`src/include/dsmcc_params.svh`:
```
// Constants of the dual switch mode and channel control block
// Summary of operation
// RULE1: Four modes only: Sleep, Normal, Fail-safe, Fault, picked from wake, fail-safe, fault.
// RULE2: Wake-up clears all serial registers, enters Normal; functions ready 50 us later. The code keeps the sticky bits of the fault registers over a wake-up.
// RULE3: Controller wakes via wake reset input or a direct input, after supplies are valid.
// RULE4: Rising edge on wake reset input or either direct input enters Normal mode.
// RULE5: Normal mode and its flag only while wake 1, fail-safe 0, fault 0.
// RULE6: In Normal each channel runs by direct input, internal clock or external clock.
// RULE7: Internal clock select 1 drives the channel from the programmable internal clock.
// RULE8: External clock mode takes PWM period from external clock; other settings programmable.
// RULE9: PWM runs at up to 1.0 kHz, internal or external clock, chosen by registers.
// RULE10: Target on state ORs direct, on-and-duty with PWM, and on without PWM terms.
// RULE11: Duty term comes from bits 7..0 of the channel's pulse width register.
// RULE12: Each channel has its own duty, delay, slew, PWM enable, clock, prescaler, direct disable.
// RULE13: Status register shows each channel's on and fault state; fault register pins type.
// RULE14: Controller toggles the watchdog bit within 310 ms unless watchdog disabled.
// RULE15: Input activity flag drops after more than 250 ms without direct input activity.
// RULE16: Both activity flags low and wake reset input low gives Sleep mode.
// RULE17: With wake reset input low or in Fail-safe, only direct inputs steer channels.
// RULE18: Controller holds wake reset input high when direct inputs run below 4.0 Hz.
// RULE19: Watchdog disable, bit 4 of global config, blocks Fail-safe on watchdog timeout.
// RULE20: Wake 1 and fault 1 always gives Fault mode with channels off.
// RULE21: Inactivity timer restarts on each high input level, runs on the core clock.
`ifndef DSMCC_PARAMS_SVH
`define DSMCC_PARAMS_SVH

// ****************************************
// Register indices
// ****************************************
`define DSMCC_ADDR_GCR 4'h0
`define DSMCC_ADDR_STATUS 4'h1
`define DSMCC_ADDR_PWM0 4'h2
`define DSMCC_ADDR_PWM1 4'h3
`define DSMCC_ADDR_CONF0 4'h4
`define DSMCC_ADDR_CONF1 4'h5
`define DSMCC_ADDR_FAULT0 4'h6
`define DSMCC_ADDR_FAULT1 4'h7

// ****************************************
// Field positions
// ****************************************
`define DSMCC_WATCHDOG_TOGGLE_BIT_BIT 15
`define DSMCC_GCR_WATCHDOG_DISABLE_BIT 4
`define DSMCC_GCR_VDD_EN_BIT 5
`define DSMCC_DUTY_MSB 7
`define DSMCC_CONF_MSB 11
`define DSMCC_DELAY_SHIFT 5

// ****************************************
// Reset values
// ****************************************
`define DSMCC_RST_DUTY 8'h00
`define DSMCC_RST_CONF 12'h000

// ****************************************
// Timing
// ****************************************
`define DSMCC_CLK_PERIOD_NS 8
`define DSMCC_T_READY_US 50
`define DSMCC_T_IN_MS 250
`define DSMCC_T_WDTO_MS 310
`define DSMCC_PWM_MAX_HZ 1000
`define DSMCC_PWM_STEPS 256
`define DSMCC_T_READY_CYC \
   ((`DSMCC_T_READY_US * 1000 + `DSMCC_CLK_PERIOD_NS - 1) / `DSMCC_CLK_PERIOD_NS)
`define DSMCC_T_IN_CYC \
   ((`DSMCC_T_IN_MS * 1000000 + `DSMCC_CLK_PERIOD_NS - 1) / `DSMCC_CLK_PERIOD_NS)
`define DSMCC_T_WDTO_CYC \
   ((`DSMCC_T_WDTO_MS * 1000000 + `DSMCC_CLK_PERIOD_NS - 1) / `DSMCC_CLK_PERIOD_NS)
`define DSMCC_PWM_STEP_CYC \
   ((1000000000 / (`DSMCC_PWM_MAX_HZ * `DSMCC_PWM_STEPS) \
   + `DSMCC_CLK_PERIOD_NS - 1) / `DSMCC_CLK_PERIOD_NS)

`endif

```
`src/include/dsmcc_pkg.sv`:
```
// Types of the dual switch mode and channel control block
package dsmcc_pkg;

   typedef enum logic [3:0] {
      DSMCC_SLEEP = 4'h1,
      DSMCC_NORMAL = 4'h2,
      DSMCC_FAILSAFE = 4'h4,
      DSMCC_FAULT = 4'h8
   } dsmcc_mode_t;

   typedef struct packed {
      logic [2:0] delay;
      logic [1:0] slew;
      logic [2:0] prescaler;
      logic dir_dis;
      logic clk_int;
      logic pwm_en;
      logic on;
   } dsmcc_conf_t;

   typedef struct packed {
      logic [8:0] base_cnt;
      logic [2:0] pre_cnt;
      logic [7:0] step;
      logic pwm;
   } dsmcc_chan_state_t;

   typedef struct packed {
      logic [6:0] sync1;
      logic [6:0] sync2;
      logic [6:0] sync3;
      dsmcc_mode_t mode;
      logic ready;
      logic [31:0] ready_cnt;
      logic [1:0] in_on;
      logic [1:0][31:0] in_cnt;
      logic [31:0] wd_cnt;
      logic wd_last;
      logic wd_to;
      logic watchdog_disable;
      logic vdd_fail_en;
      logic [1:0][7:0] duty;
      dsmcc_conf_t [1:0] conf;
      logic [1:0] chan_fault;
      logic [15:0] rdata;
      logic [1:0] hson;
      logic nm;
      logic fs_n;
      logic [3:0] slew;
   } dsmcc_state_t;

endpackage

```
`src/include/dsmcc_chan_if.sv`:
```
// Carrier between the mode controller and one PWM channel
`timescale 1ns/1ps
interface dsmcc_chan_if;
   import dsmcc_pkg::*;
   logic [7:0] duty;
   dsmcc_conf_t conf;
   logic ext_rise;
   logic pwm;
   modport ctrl (output duty, output conf, output ext_rise, input pwm);
   modport chan (input duty, input conf, input ext_rise, output pwm);
endinterface

```
`src/logic/dsmcc_chan.sv`:
```
// PWM duty generator of one channel
`timescale 1ns/1ps
`include "dsmcc_params.svh"
module dsmcc_chan
   import dsmcc_pkg::*;
(
   input wire logic clk,
   input wire logic rstn,
   dsmcc_chan_if.chan c
);

   localparam logic [8:0] STEP_CYC = 9'(`DSMCC_PWM_STEP_CYC);

   dsmcc_chan_state_t s;
   dsmcc_chan_state_t next_s;
   logic [7:0] phase;

   always_comb begin
      next_s = s;
      phase = 8'h00;
      // External edge restarts the period; step sticks at the top until
      // the next edge so a slow external clock gives no extra pulses
      if (c.ext_rise && !c.conf.clk_int) begin // RULE8
         next_s.step = 8'h00;
         next_s.base_cnt = 9'h000;
         next_s.pre_cnt = 3'h0;
      end else if (s.base_cnt == STEP_CYC - 9'h001) begin // RULE9
         next_s.base_cnt = 9'h000;
         if (s.pre_cnt == c.conf.prescaler) begin // RULE7
            next_s.pre_cnt = 3'h0;
            if (c.conf.clk_int || s.step != 8'hFF) begin
               next_s.step = s.step + 8'h01;
            end
         end else begin
            next_s.pre_cnt = s.pre_cnt + 3'h1;
         end
      end else begin
         next_s.base_cnt = s.base_cnt + 9'h001;
      end
      // Turn-on delay shifts the on window within the period
      phase = s.step - {c.conf.delay, 5'h00};
      next_s.pwm = phase < c.duty; // RULE11
   end

   always_ff @(posedge clk or negedge rstn) begin
      if (!rstn) begin
         s <= '0;
      end else begin
         s <= next_s;
      end
   end

   assign c.pwm = s.pwm;

endmodule

```
`src/logic/dsmcc_top.sv`:
```
// Mode control, wake, watchdog and channel target logic of the switch
//
// Decided for this implementation: the plain strobed port and the address map.
`timescale 1ns/1ps
`include "dsmcc_params.svh"
module dsmcc_top
   import dsmcc_pkg::*;
#(
   parameter int unsigned T_READY_CYC = `DSMCC_T_READY_CYC,
   parameter int unsigned T_IN_CYC = `DSMCC_T_IN_CYC,
   parameter int unsigned T_WDTO_CYC = `DSMCC_T_WDTO_CYC
)
(
   input wire logic clk,
   input wire logic rstn,
   input wire logic wake_reset_input,
   input wire logic [1:0] direct_in,
   input wire logic ext_clock,
   input wire logic [1:0] fault_in,
   input wire logic vdd_fail,
   input wire logic [3:0] addr,
   input wire logic [15:0] wdata,
   input wire logic wr,
   input wire logic rd,
   output logic [15:0] rdata,
   output logic [1:0] hson,
   output logic normal_mode_flag,
   output logic fail_safe_n,
   output logic [3:0] slew_code
);

   // ****************************************
   // State
   // ****************************************
   localparam logic [31:0] READY_LAST = 32'(T_READY_CYC - 1);
   localparam logic [31:0] IN_LAST = 32'(T_IN_CYC - 1);
   localparam logic [31:0] WDTO_LAST = 32'(T_WDTO_CYC - 1);

   dsmcc_state_t s;
   dsmcc_state_t next_s;
   logic [1:0] pwm;

   logic rst_lvl;
   logic rst_rise;
   logic [1:0] in_lvl;
   logic ext_rise;
   logic [1:0] flt;
   logic vdd_bad;
   logic wake;
   logic wake_evt;
   logic failsafe;
   logic fault_any;
   logic reg_ok;
   logic clr_regs;
   logic full;
   logic [1:0] rd_clr;

   // ****************************************
   // Channel generators
   // ****************************************
   for (genvar g = 0; g < 2; g++) begin : g_chan
      dsmcc_chan_if u_if ();
      assign u_if.duty = s.duty[g];
      assign u_if.conf = s.conf[g];
      assign u_if.ext_rise = ext_rise;
      assign pwm[g] = u_if.pwm;
      dsmcc_chan u_chan (
         .clk (clk),
         .rstn (rstn),
         .c (u_if)
      );
   end

   // Only the second and third sync stages are looked at
   assign rst_lvl = s.sync2[0];
   assign rst_rise = s.sync2[0] & ~s.sync3[0];
   assign in_lvl = s.sync2[2:1];
   assign ext_rise = s.sync2[3] & ~s.sync3[3];
   assign flt = s.sync2[5:4];
   assign vdd_bad = s.sync2[6];

   // ****************************************
   // Next state
   // ****************************************
   always_comb begin
      next_s = s;
      wake = 1'b0;
      wake_evt = 1'b0;
      failsafe = 1'b0;
      fault_any = 1'b0;
      reg_ok = 1'b0;
      clr_regs = 1'b0;
      full = 1'b0;
      rd_clr = 2'b00;

      next_s.sync1 = {vdd_fail, fault_in, ext_clock, direct_in,
                      wake_reset_input};
      next_s.sync2 = s.sync1;
      next_s.sync3 = s.sync2;

      // Input activity: a high level keeps the flag, silence drops it
      for (int i = 0; i < 2; i++) begin
         if (in_lvl[i]) begin // RULE21
            next_s.in_on[i] = 1'b1;
            next_s.in_cnt[i] = 32'h0000_0000;
         end else if (s.in_on[i]) begin
            if (s.in_cnt[i] == IN_LAST) begin // RULE15
               next_s.in_on[i] = 1'b0;
               next_s.in_cnt[i] = 32'h0000_0000;
            end else begin
               next_s.in_cnt[i] = s.in_cnt[i] + 32'h0000_0001;
            end
         end
      end

      // Wake, fail-safe and fault conditions
      wake = rst_lvl | s.in_on[0] | s.in_on[1];
      wake_evt = (s.mode == DSMCC_SLEEP) & wake; // RULE4
      failsafe = (s.wd_to & ~s.watchdog_disable) // RULE19
               | (vdd_bad & s.vdd_fail_en);
      fault_any = |flt;

      if (!wake) begin // RULE16
         next_s.mode = DSMCC_SLEEP; // RULE1
      end else if (fault_any) begin // RULE20
         next_s.mode = DSMCC_FAULT;
      end else if (failsafe) begin
         next_s.mode = DSMCC_FAILSAFE;
      end else begin
         next_s.mode = DSMCC_NORMAL; // RULE5
      end
      next_s.nm = (next_s.mode == DSMCC_NORMAL); // RULE5
      next_s.fs_n = ~(wake & failsafe);

      // Start-up delay after a wake-up event
      if (wake_evt) begin // RULE2
         next_s.ready = 1'b0;
         next_s.ready_cnt = 32'h0000_0000;
      end else if (!wake) begin
         next_s.ready = 1'b0;
         next_s.ready_cnt = 32'h0000_0000;
      end else if (!s.ready) begin
         if (s.ready_cnt == READY_LAST) begin
            next_s.ready = 1'b1;
         end else begin
            next_s.ready_cnt = s.ready_cnt + 32'h0000_0001;
         end
      end

      // Serial watchdog: a written word counts only if bit 15 toggles (or is set after a timeout), whatever its address
      if (!rst_lvl || rst_rise) begin
         next_s.wd_cnt = 32'h0000_0000;
         next_s.wd_to = 1'b0;
         next_s.wd_last = 1'b0;
      end else if (wr && s.wd_to) begin
         if (wdata[`DSMCC_WATCHDOG_TOGGLE_BIT_BIT]) begin
            next_s.wd_to = 1'b0;
            next_s.wd_cnt = 32'h0000_0000;
            next_s.wd_last = 1'b1;
         end
      end else if (wr && (wdata[`DSMCC_WATCHDOG_TOGGLE_BIT_BIT] != s.wd_last)) begin
         next_s.wd_cnt = 32'h0000_0000;
         next_s.wd_last = wdata[`DSMCC_WATCHDOG_TOGGLE_BIT_BIT];
      end else if (!s.wd_to) begin
         if (s.wd_cnt == WDTO_LAST) begin
            next_s.wd_to = 1'b1;
         end else begin
            next_s.wd_cnt = s.wd_cnt + 32'h0000_0001;
         end
      end

      // Registers are writable only with the wake reset input high
      // and outside fail-safe; otherwise they are held at reset
      reg_ok = rst_lvl & ~failsafe & ~wake_evt;
      clr_regs = ~rst_lvl | failsafe | wake_evt; // RULE2

      if (clr_regs) begin
         next_s.watchdog_disable = 1'b0;
         next_s.vdd_fail_en = 1'b0;
         for (int i = 0; i < 2; i++) begin
            next_s.duty[i] = `DSMCC_RST_DUTY;
            next_s.conf[i] = `DSMCC_RST_CONF;
         end
      end else if (wr && reg_ok) begin
         unique case (addr)
            `DSMCC_ADDR_GCR: begin
               next_s.watchdog_disable = wdata[`DSMCC_GCR_WATCHDOG_DISABLE_BIT]; // RULE19
               next_s.vdd_fail_en = wdata[`DSMCC_GCR_VDD_EN_BIT];
            end
            `DSMCC_ADDR_PWM0: begin
               next_s.duty[0] = wdata[`DSMCC_DUTY_MSB:0]; // RULE11
            end
            `DSMCC_ADDR_PWM1: begin
               next_s.duty[1] = wdata[`DSMCC_DUTY_MSB:0]; // RULE11
            end
            `DSMCC_ADDR_CONF0: begin
               next_s.conf[0] = dsmcc_conf_t'(wdata[`DSMCC_CONF_MSB:0]); // RULE12
            end
            `DSMCC_ADDR_CONF1: begin
               next_s.conf[1] = dsmcc_conf_t'(wdata[`DSMCC_CONF_MSB:0]); // RULE12
            end
            default: begin
            end
         endcase
      end

      // Read port: data stand one cycle only, unmapped reads give zero
      next_s.rdata = 16'h0000;
      if (rd) begin
         unique case (addr)
            `DSMCC_ADDR_GCR: begin
               next_s.rdata = 16'h0000;
               next_s.rdata[`DSMCC_GCR_WATCHDOG_DISABLE_BIT] = s.watchdog_disable;
               next_s.rdata[`DSMCC_GCR_VDD_EN_BIT] = s.vdd_fail_en;
            end
            `DSMCC_ADDR_STATUS: begin
               next_s.rdata = {9'h000, s.ready, ~s.fs_n, s.nm,
                               flt, s.hson}; // RULE13
            end
            `DSMCC_ADDR_PWM0: begin
               next_s.rdata = {8'h00, s.duty[0]};
            end
            `DSMCC_ADDR_PWM1: begin
               next_s.rdata = {8'h00, s.duty[1]};
            end
            `DSMCC_ADDR_CONF0: begin
               next_s.rdata = {4'h0, s.conf[0]};
            end
            `DSMCC_ADDR_CONF1: begin
               next_s.rdata = {4'h0, s.conf[1]};
            end
            `DSMCC_ADDR_FAULT0: begin
               next_s.rdata = {15'h0000, s.chan_fault[0]};
               rd_clr[0] = 1'b1;
            end
            `DSMCC_ADDR_FAULT1: begin
               next_s.rdata = {15'h0000, s.chan_fault[1]};
               rd_clr[1] = 1'b1;
            end
            default: begin
               next_s.rdata = 16'h0000;
            end
         endcase
      end

      // Sticky fault bits: a fault in the clearing cycle is kept
      for (int i = 0; i < 2; i++) begin
         next_s.chan_fault[i] = (s.chan_fault[i] & ~rd_clr[i])
                              | flt[i]; // RULE13
      end

      // Target on state per channel
      for (int i = 0; i < 2; i++) begin
         full = (in_lvl[i] & ~s.conf[i].dir_dis) // RULE10
              | (s.conf[i].on & pwm[i] & s.conf[i].pwm_en)
              | (s.conf[i].on & ~s.conf[i].pwm_en);
         unique case (s.mode)
            DSMCC_NORMAL: begin
               // Direct input path needs no serial supply
               if (rst_lvl) begin // RULE6
                  next_s.hson[i] = s.ready & full;
               end else begin
                  next_s.hson[i] = s.ready & in_lvl[i]; // RULE17
               end
            end
            DSMCC_FAILSAFE: begin
               next_s.hson[i] = in_lvl[i]; // RULE17
            end
            DSMCC_FAULT: begin
               next_s.hson[i] = 1'b0; // RULE20
            end
            DSMCC_SLEEP: begin
               next_s.hson[i] = 1'b0;
            end
         endcase
      end

      next_s.slew = {s.conf[1].slew, s.conf[0].slew}; // RULE12
   end

   // ****************************************
   // State register
   // ****************************************
   always_ff @(posedge clk or negedge rstn) begin
      if (!rstn) begin
         s <= '0;
         s.mode <= DSMCC_SLEEP;
         s.fs_n <= 1'b1;
      end else begin
         s <= next_s;
      end
   end

   assign rdata = s.rdata;
   assign hson = s.hson;
   assign normal_mode_flag = s.nm;
   assign fail_safe_n = s.fs_n;
   assign slew_code = s.slew;

endmodule

```
`config.mk`:
```
export PLATFORM = sky130hd
export DESIGN_NAME = dsmcc_top
export DESIGN_NICKNAME = d
export VERILOG_FILES = /design/src/include/dsmcc_pkg.sv /design/src/include/dsmcc_chan_if.sv /design/src/logic/dsmcc_chan.sv /design/src/logic/dsmcc_top.sv
export VERILOG_INCLUDE_DIRS = /design/src /design/src/include
export SDC_FILE = /design/constraint.sdc
export NUM_CORES = 1
export LEC_CHECK = 0
export ABC_AREA = 1
export BUFFER_PORTS_ARGS = -buffer_cell sky130_fd_sc_hd__buf_2
export CAP_MARGIN = 30
export CORE_AREA = 5 5 183 185
export DETAILED_ROUTE_END_ITERATION = 7
export DIE_AREA = 0 0 188 190
export GPL_TIMING_DRIVEN = 0
export PLACE_DENSITY = 0.73
export SLEW_MARGIN = 20
export SYNTH_ARGS = -nofsm -noshare
export SYNTH_HDL_FRONTEND = slang
export SYNTH_SLANG_ARGS = --single-unit
```
`constraint.sdc`:
```
create_clock -name clk -period 2.4 [get_ports clk]
set_input_delay 0.24 -clock clk [delete_from_list [all_inputs] [get_ports clk]]
set_output_delay 0.24 -clock clk [all_outputs]
set_load 0.01 [all_outputs]
```
======== Yosys cells after proc, flatten, opt, wreduce, memory -nomap -nowiden ========
Index checks and enable logic that the tools add are counted.
operators by class
  equal/unequal tests ..................... 29
  $add $sub $neg .......................... 12
  multiplexer cells ....................... 58
  reductions and logical operators ........ 40
  bitwise gates (word level) .............. 47
  magnitude comparators ................... 2
operators by type and width
  cell                                                                     number
  32-bit 2-to-1 mux                                                        10
  32-bit by 1-bit adder with 32-bit output, second input constant          4
  34-bit 2-to-1 mux                                                        3
  33-bit 2-to-1 mux                                                        3
  12-bit one-hot mux with 8 select lines                                   1
  42-bit 2-to-1 mux                                                        2
  32-bit by 25-bit equality test with 1-bit output, second input constant  2
  8-bit 2-to-1 mux                                                         6
  20-bit 2-to-1 mux                                                        2
  12-bit 2-to-1 mux                                                        3
  32-bit by 13-bit equality test with 1-bit output, second input constant  1
  32-bit by 26-bit equality test with 1-bit output, second input constant  1
  2-bit nonzero test                                                       14
  1-bit bitwise AND                                                        22
  11-bit 2-to-1 mux                                                        2
  4-bit by 3-bit equality test with 1-bit output, second input constant    5
  9-bit by 1-bit adder with 9-bit output, second input constant            2
  9-bit equality test, second input constant                               2
  9-bit 2-to-1 mux                                                         2
  8-bit by 1-bit adder with 8-bit output, second input constant            2
  4-bit by 2-bit equality test with 1-bit output, second input constant    4
  8-bit < comparator                                                       2
  8-bit != test, second input constant                                     2
  2-bit AND reduction                                                      8
  other kinds (24)                                                         83
storage, ports and cells
  bits in registers ....................... 265
  bits of input ports ..................... 31
  output and inout bits ................... 24

======== Depth between registers and ports, before layout ========
Gate-level depths: netlist of run 1.
  depth in word-level cells ............... 9
  mapped depth ............................ 13
  gate-level depth less buffers ........... 13

======== Hierarchy ========
Synthesis of run 1 repeated with hierarchy kept, for this count alone.
unflattened totals
  cells, all modules ...................... 2144
  area total of the unflattened synthesis .. 15275.9 sq um
by module, submodules not included
  module      area an instance (sq um)  seq. area each (sq um)  instances  cells each
  dsmcc_top   12343.1                   5432.7                  1          1744
  dsmcc_chan  1466.4                    525.5                   2          200

======== Worst setup path after synthesis of run 1 ========
Ideal clock, no wire load.
  path kind ............................... register to register
  from .................................... register g_chan[0].u_chan.s[6] in the netlist's numbering
  to ...................................... register g_chan[0].u_chan.s, in the netlist g_chan[0].u_chan.c.pwm
  arrival time ............................ 1.771 ns
  cell stages (with the launch flop) ...... 10
  setup slack ............................. 0.552 ns
  library setup time ...................... 0.077 ns
  path buffers ............................ 0
  period minus slack after synthesis ...... 1.848 ns
  cell sequence ........................... dfrtp_1 > inv_1 > ha_1 > inv_1 > fa_1 > xor2_1 > ha_1 > a21oi_1 > o21ai_0 > a21oi_1
RTL lines
  what                    RTL line          RTL
  start, declared         dsmcc_chan.sv:14  dsmcc_chan_state_t s;
  start signal, assigned  dsmcc_chan.sv:49  s <= next_s;

======== Final worst setup path of run 1 ========
  from .................................... register s[168] in the netlist's numbering
  to ...................................... register s[189] in the netlist's numbering
between the ends
  word-level cells in the longest chain between the ends .. 5
  elaborated cells on any way between the ends .. 8
RTL lines
  what                                      RTL line          RTL
  start, declared                           dsmcc_top.sv:39   dsmcc_state_t s;
  start signal, assigned                    dsmcc_top.sv:290  s <= next_s;
  32-bit by 1-bit adder with 32-bit output  dsmcc_top.sv:146  next_s.ready_cnt = s.ready_cnt + 32'h0000_0001;
  32-bit 2-to-1 mux                         dsmcc_top.sv:143  if (s.ready_cnt == READY_LAST) begin
  33-bit 2-to-1 mux                         dsmcc_top.sv:142  end else if (!s.ready) begin
  33-bit 2-to-1 mux                         dsmcc_top.sv:139  end else if (!wake) begin
  33-bit 2-to-1 mux                         dsmcc_top.sv:136  if (wake_evt) begin
Several ways; a longest one is shown, not always the timed one. The select of a mux whose other input is x is not followed.
A chain may end at the register's enable or synchronous reset.

==> results of run 1 <==
-- critical path: stages, from the launching register on --
cell and delay (ns):
dfrtp_1 0.47, ha_1 0.19, inv_1 0.05, nor2_1 0.07, nand2_1 0.06, nor2_1 0.15, nand4_1 0.17, nand2_1 0.11
nand2_1 0.16, inv_2 0.17, buf_2 0.25, nand2_1 0.07, o21ai_1 0.09
-- power by group --
group,switching (mW),internal (mW),leakage [nW]
logic,0.830,0.513,3.68
registers,0.292,4.65,3.46
clock network,1.93,3.13,0.538
-- layout by cell type (no fill, tap or decap), types with 45 or more instances in the layout --
cell,synthesis,final
nor2_1,291,291
nand3_1,148,148
o21ai_1,77,77
nand4_1,45,45
nor3_1,45,45
nand2_1,565,565
dfrtp_1,257,257
xor2_1,53,53
buf_2,24,69
inv_1,219,219
-- cells by family after synthesis --
group / count (synthesis) / share of synthesized area
fa+ha+maj: 31 / 0.0270
flops: 259 / 0.435
xor+xnor: 67 / 0.0393
buf+inv: 300 / 0.0845
other cells: 1 / 0.000251
simple gates: 1141 / 0.323
compound gates: 228 / 0.0908
-- path summary, 6_finish.rpt --
check | startpoint | to | depth (start not counted)
max in group asynchronous | rstn | s[149] | 3
hold reg to reg | next_s[217] | flt[1] | 0
min in group asynchronous | rstn | g_chan[1].u_chan.s[17] | 2
setup reg to reg | s[168] | s[189] | 12
setup / recovery | s[168] | s[189] | 12
hold / removal | addr[1] | s[25] | 4
-- state kept, by name, indices dropped and copies added (netlist names) --
name	flops
fail_safe_n	1
flt	2
g_chan.u_chan.c.pwm	2
g_chan.u_chan.s	40
g_chan.u_if.conf	24
g_chan.u_if.duty	16
hson	2
in_lvl	2
next_s	10
normal_mode_flag	1
rdata	12
s	143
slew_code	4
-- routing by layer --
layer  part of all wire  vias up  GRT usage
met5                  0        -          0
met4              0.031        0     0.0632
met3              0.058       78     0.0358
met2               0.46      394      0.344
met1               0.45     6286      0.281
li1                   -     6699          -
-- area by class of cell --
cell class	instances	area, um^2
Timing Repair Buffer	65	460
Tap cell	408	510
Buffer	64	378
Multi-Input combinational cell	1471	7190
Clock inverter	18	279
Sequential cell	259	6480
Clock buffer	37	837
Fill cell	2961	14900
Inverter	236	886
-- what timing repair did --
action,CTS,global route
endpoints found under the setup margin,0,2
gates resized for setup,0,2
hold endpoints to repair,115,0
hold buffers,16,0
-- metrics by stage --
step | TNS (ns) | utilization
floorplan | 0 | -
global placement | -927.32 | 0.492
finish | 0 | 0.534
detailed placement | 0 | 0.494
global route | 0 | 0.534
CTS | 0 | 0.534
==> impl_metrics.yaml, run 1 <==
cts:
  clk_pin_slew_ns: 0.06
  numCtsBuffers: 30
  postCtsSetupBuffers: 0
  cts.sinks: 259
  htree_levels: 1
  clockRootBuffer: "clkbuf_16"
  clockBufferDepth: 3
  clkLatencyLatePin_ns: 0.59
  cts_tree: "done"
sta:
  worst_slew_pin_slew_ns: 0.748
  min_period_over_period: 0.884
  whs_ns: 0.0334
  max_freq_mhz: 471
  rsz0062_at_grt: "false"
  slew_headroom: 0.501
  slew_viol_final: 0
  min_period_ns: 2.12
  setup_violations: 0
  hold_viol: 0
  clock_skew_ns: 0.0380
  worst_slack_ns: 0.278
synthesis:
  synth-edff-count: 0
  async_flop_share: 1.00
  synth.most_common_cell: "nand2_1"
  synth_top_area_frac: 0.431
  synth_area_per_cell_um2: 7.36
  ys_types: 50
  synth_commonest_cells: "nand2_1 (565), nor2_1 (291), dfrtp_1 (257)"
  netlist_area_mm2: 0.0149
  ys_seq_area_frac: 0.435
  netlist_instances: 2027
  yosys-top-cells-area: "dfrtp_1 (43%), nand2_1 (14%), nor2_1 (7.3%)"
  synthFlopType: "dfrtp_1"
  synth-seq-cells: 259
  yosysTopAreaCell: "dfrtp_1"
  yosysWarnings: 0
placed_design:
  place_congestion: 0.929
  pre_cts_ws_ns: 0.211
  dp.final_hpwl_um: 26800
  io_buffers: 47
  place_area_mm2: 0.0157
  placed_cells: 2487
hold_path:
  worstHoldPathType: "input port to flop"
power_and_ir_drop:
  p_leak_nw: 7.68
  p_total_mw: 11.3
  p_per_area_mw_per_mm2: 666
  vdd_drop_max_mv: 0.616
final_layout:
  drive_above_1_share: 0.103
  design_area_mm2: 0.0170
  area_delta_synth_final_pct: 14.1
  fin_nets: 2189
  final_cells: 2558
  antenna-diode-count: 0
die:
  start_util: 0.468
  die_w_um: 188
  die_area_mm2: 0.0357
  fp.coreArea_mm2: 0.0319
  rows: 66
  chipHeight_um: 190
  pin_count: 55
worst_setup_path:
  crit_path_start_kind: "flop"
  path_class: "flop to flop"
  regToRegSetupSlack_ns: 0.28
  crit_path_end_kind: "flop"
  cp_max_fo: 10
  arrival_ns: 2.61
  required_ns: 2.89
global_routing:
  antenna_found_initial: 0
  globalRouteTotalUtil: 0.208
  grt_remaining_overflow: 0
  grt_pass1_wl_um: 63100
  grt_max_degree: 98
  grt_pass1_vias: 13083
drt:
  via_per_inst: 5.26
  drt_iter0_drc: 1054
  drc: 0
  antenna_left: 0
  drt_pass1_iterations: 6
  wl_per_cell_um: 14.5
  vias: 13457
  totalWireLength_um: 37100
flow_run:
  cap_violations: 0
outcome:
  status: "complete, no violations"
No activity file was read; power rests on OpenSTA's default activity.
==> run 2: changes to the inputs <==
Settings changed: GPL_TIMING_DRIVEN 0 to unset.
==> run 2 against run 1 <==
  * Largest power group is now registers
  * Sequential power about the same
  * Non-clock buffer count is 38 lower
  * Register-to-register slack improved by 0.05 ns
  * Hold slack gained 0.016 ns
  * Maximum frequency increased by 2.5%
  * Sequential share of layout area up 0.60 points
  * Final area shrank 1.6%
  * Combinational power hardly changed
  * Core utilization is 0.83 points lower
  * Clock skew fell by 0.020 ns
  * Wire length down 4.9%
  * Die area stayed put
==> impl_metrics.yaml, run 2 (same netlist as run 1, synthesis figures left out) <==
outcome:
  status: "complete, no violations"
drt:
  drt_pass1_iterations: 6
  via_per_inst: 5.19
  antenna_left: 0
  drt_iter0_drc: 960
  wl_per_cell_um: 14.0
  drc: 0
  totalWireLength_um: 35300
  vias: 13076
worst_setup_path:
  r2r-start: "g_chan[0].u_chan.s[1]"
  cp-endpoint: "g_chan[0].u_chan.s[6]"
  r2r-end: "g_chan[0].u_chan.s[6]"
  arrival_ns: 2.50
  crit_path_end_kind: "flop"
  path_class: "flop to flop"
  required_ns: 2.83
  ff2ff_path_depth: 8
  cp_max_fo: 13
  regToRegSetupSlack_ns: 0.33
  crit_path_start_kind: "flop"
  startpoint: "g_chan[0].u_chan.s[1]"
global_routing:
  globalRouteTotalUtil: 0.198
  grt_pass1_vias: 12733
  grt_max_degree: 85
  grt_pass1_wl_um: 60700
  antenna_found_initial: 0
  grt_remaining_overflow: 0
die:
  chipHeight_um: 190
  die_w_um: 188
  rows: 66
  start_util: 0.468
  fp.coreArea_mm2: 0.0319
  pin_count: 55
  die_area_mm2: 0.0357
flow_run:
  cap_violations: 0
sta:
  rsz0062_at_grt: "false"
  setup_violations: 0
  clock_skew_ns: 0.0180
  slew_viol_final: 0
  min_period_over_period: 0.863
  fin_tns_setup_ns: 0
  max_freq_mhz: 483
  min_period_ns: 2.07
  hold_viol: 0
  worst_slew_pin_slew_ns: 0.887
  slew_headroom: 0.408
  whs_ns: 0.0498
final_layout:
  fin_nets: 2150
  fill_cells: 2955
  top_register: "s"
  final_common_cell: "nand2_1"
  area_delta_synth_final_pct: 12.3
  drive_above_1_share: 0.0928
  largest_reg_flops: 143
  final_cells: 2519
  final_cell_mix: "nand2_1 (565), nor2_1 (291), dfrtp_1 (257)"
  antenna-diode-count: 0
cts:
  postCtsSetupBuffers: 0
  cts_hold_buf: 16
  cts_tree: "done"
  clkLatencyLatePin_ns: 0.55
  numCtsBuffers: 29
  clockRootBuffer: "clkbuf_16"
  cts.sinks: 259
  htree_levels: 1
  clk_pin_slew_ns: 0.06
  clockBufferDepth: 3
  cts_resized: 0
placed_design:
  placed_cells: 2449
  io_buffers: 47
  dp.final_hpwl_um: 25600
  place_congestion: 0.939
power_and_ir_drop:
  vdd_drop_max_mv: 0.501
  p_leak_nw: 7.50
  p_per_area_mw_per_mm2: 661
hold_path:
  worstHoldPathType: "input port to flop"
-- run 2: final cells by class --
class	count	area, um^2	area share
clock inverter	21	284	0.0169
sequential	259	6480	0.387
tap	408	510	0.0305
clock buffer	33	771	0.0460
inverter	236	886	0.0529
timing repair buffer	91	641	0.0382
multi-input combinational	1471	7180	0.429
-- run 2: power breakdown --
part	internal (mW)	total [mW]	switching, mW
clock network	2.96	4.84	1.88
logic	0.507	1.31	0.798
registers	4.65	4.93	0.288
total	8.11	11.1	2.96
-- run 2: metal layers --
layer	track usage	vias up	routed length (um)
li1	-	6612	-
met1	0.269	6061	16000
met2	0.337	345	16500
met3	0.0242	58	1960
met4	0.0539	0	807
met5	0	-	0
-- run 2: critical path, cell delays in order (launching register included) --
cell and delay (ns):
dfrtp_1 0.41, ha_1 0.20, nand3_1 0.13, nor3b_2 0.23, nand4_1 0.15, o21ai_2 0.49
inv_1 0.18, nand2_1 0.10, nand2_1 0.05
-- run 2: worst min path at each step --
stage,start,endpoint,depth (start not counted)
CTS,wdata[7],g_chan[1].u_if.conf[7],3
finish,wdata[7],g_chan[1].u_if.conf[7],3
global route,wdata[7],g_chan[1].u_if.conf[7],3
global placement,rstn,g_chan[1].u_chan.s[6],1
detailed placement,rstn,g_chan[1].u_chan.s[6],1
floorplan,rstn,flt[0],0
-- run 2: metrics by stage --
stage,instance area (um^2),util,setup slack [ns],total power [mW]
after floorplan,14900,-,0.552,5.85
after global placement,15500,0.488,0.428,6.23
after detailed placement,15500,0.488,0.359,6.29
after CTS,16800,0.526,0.293,11.2
after global routing,16800,0.526,0.123,11.6
final,16800,0.526,0.330,11.1
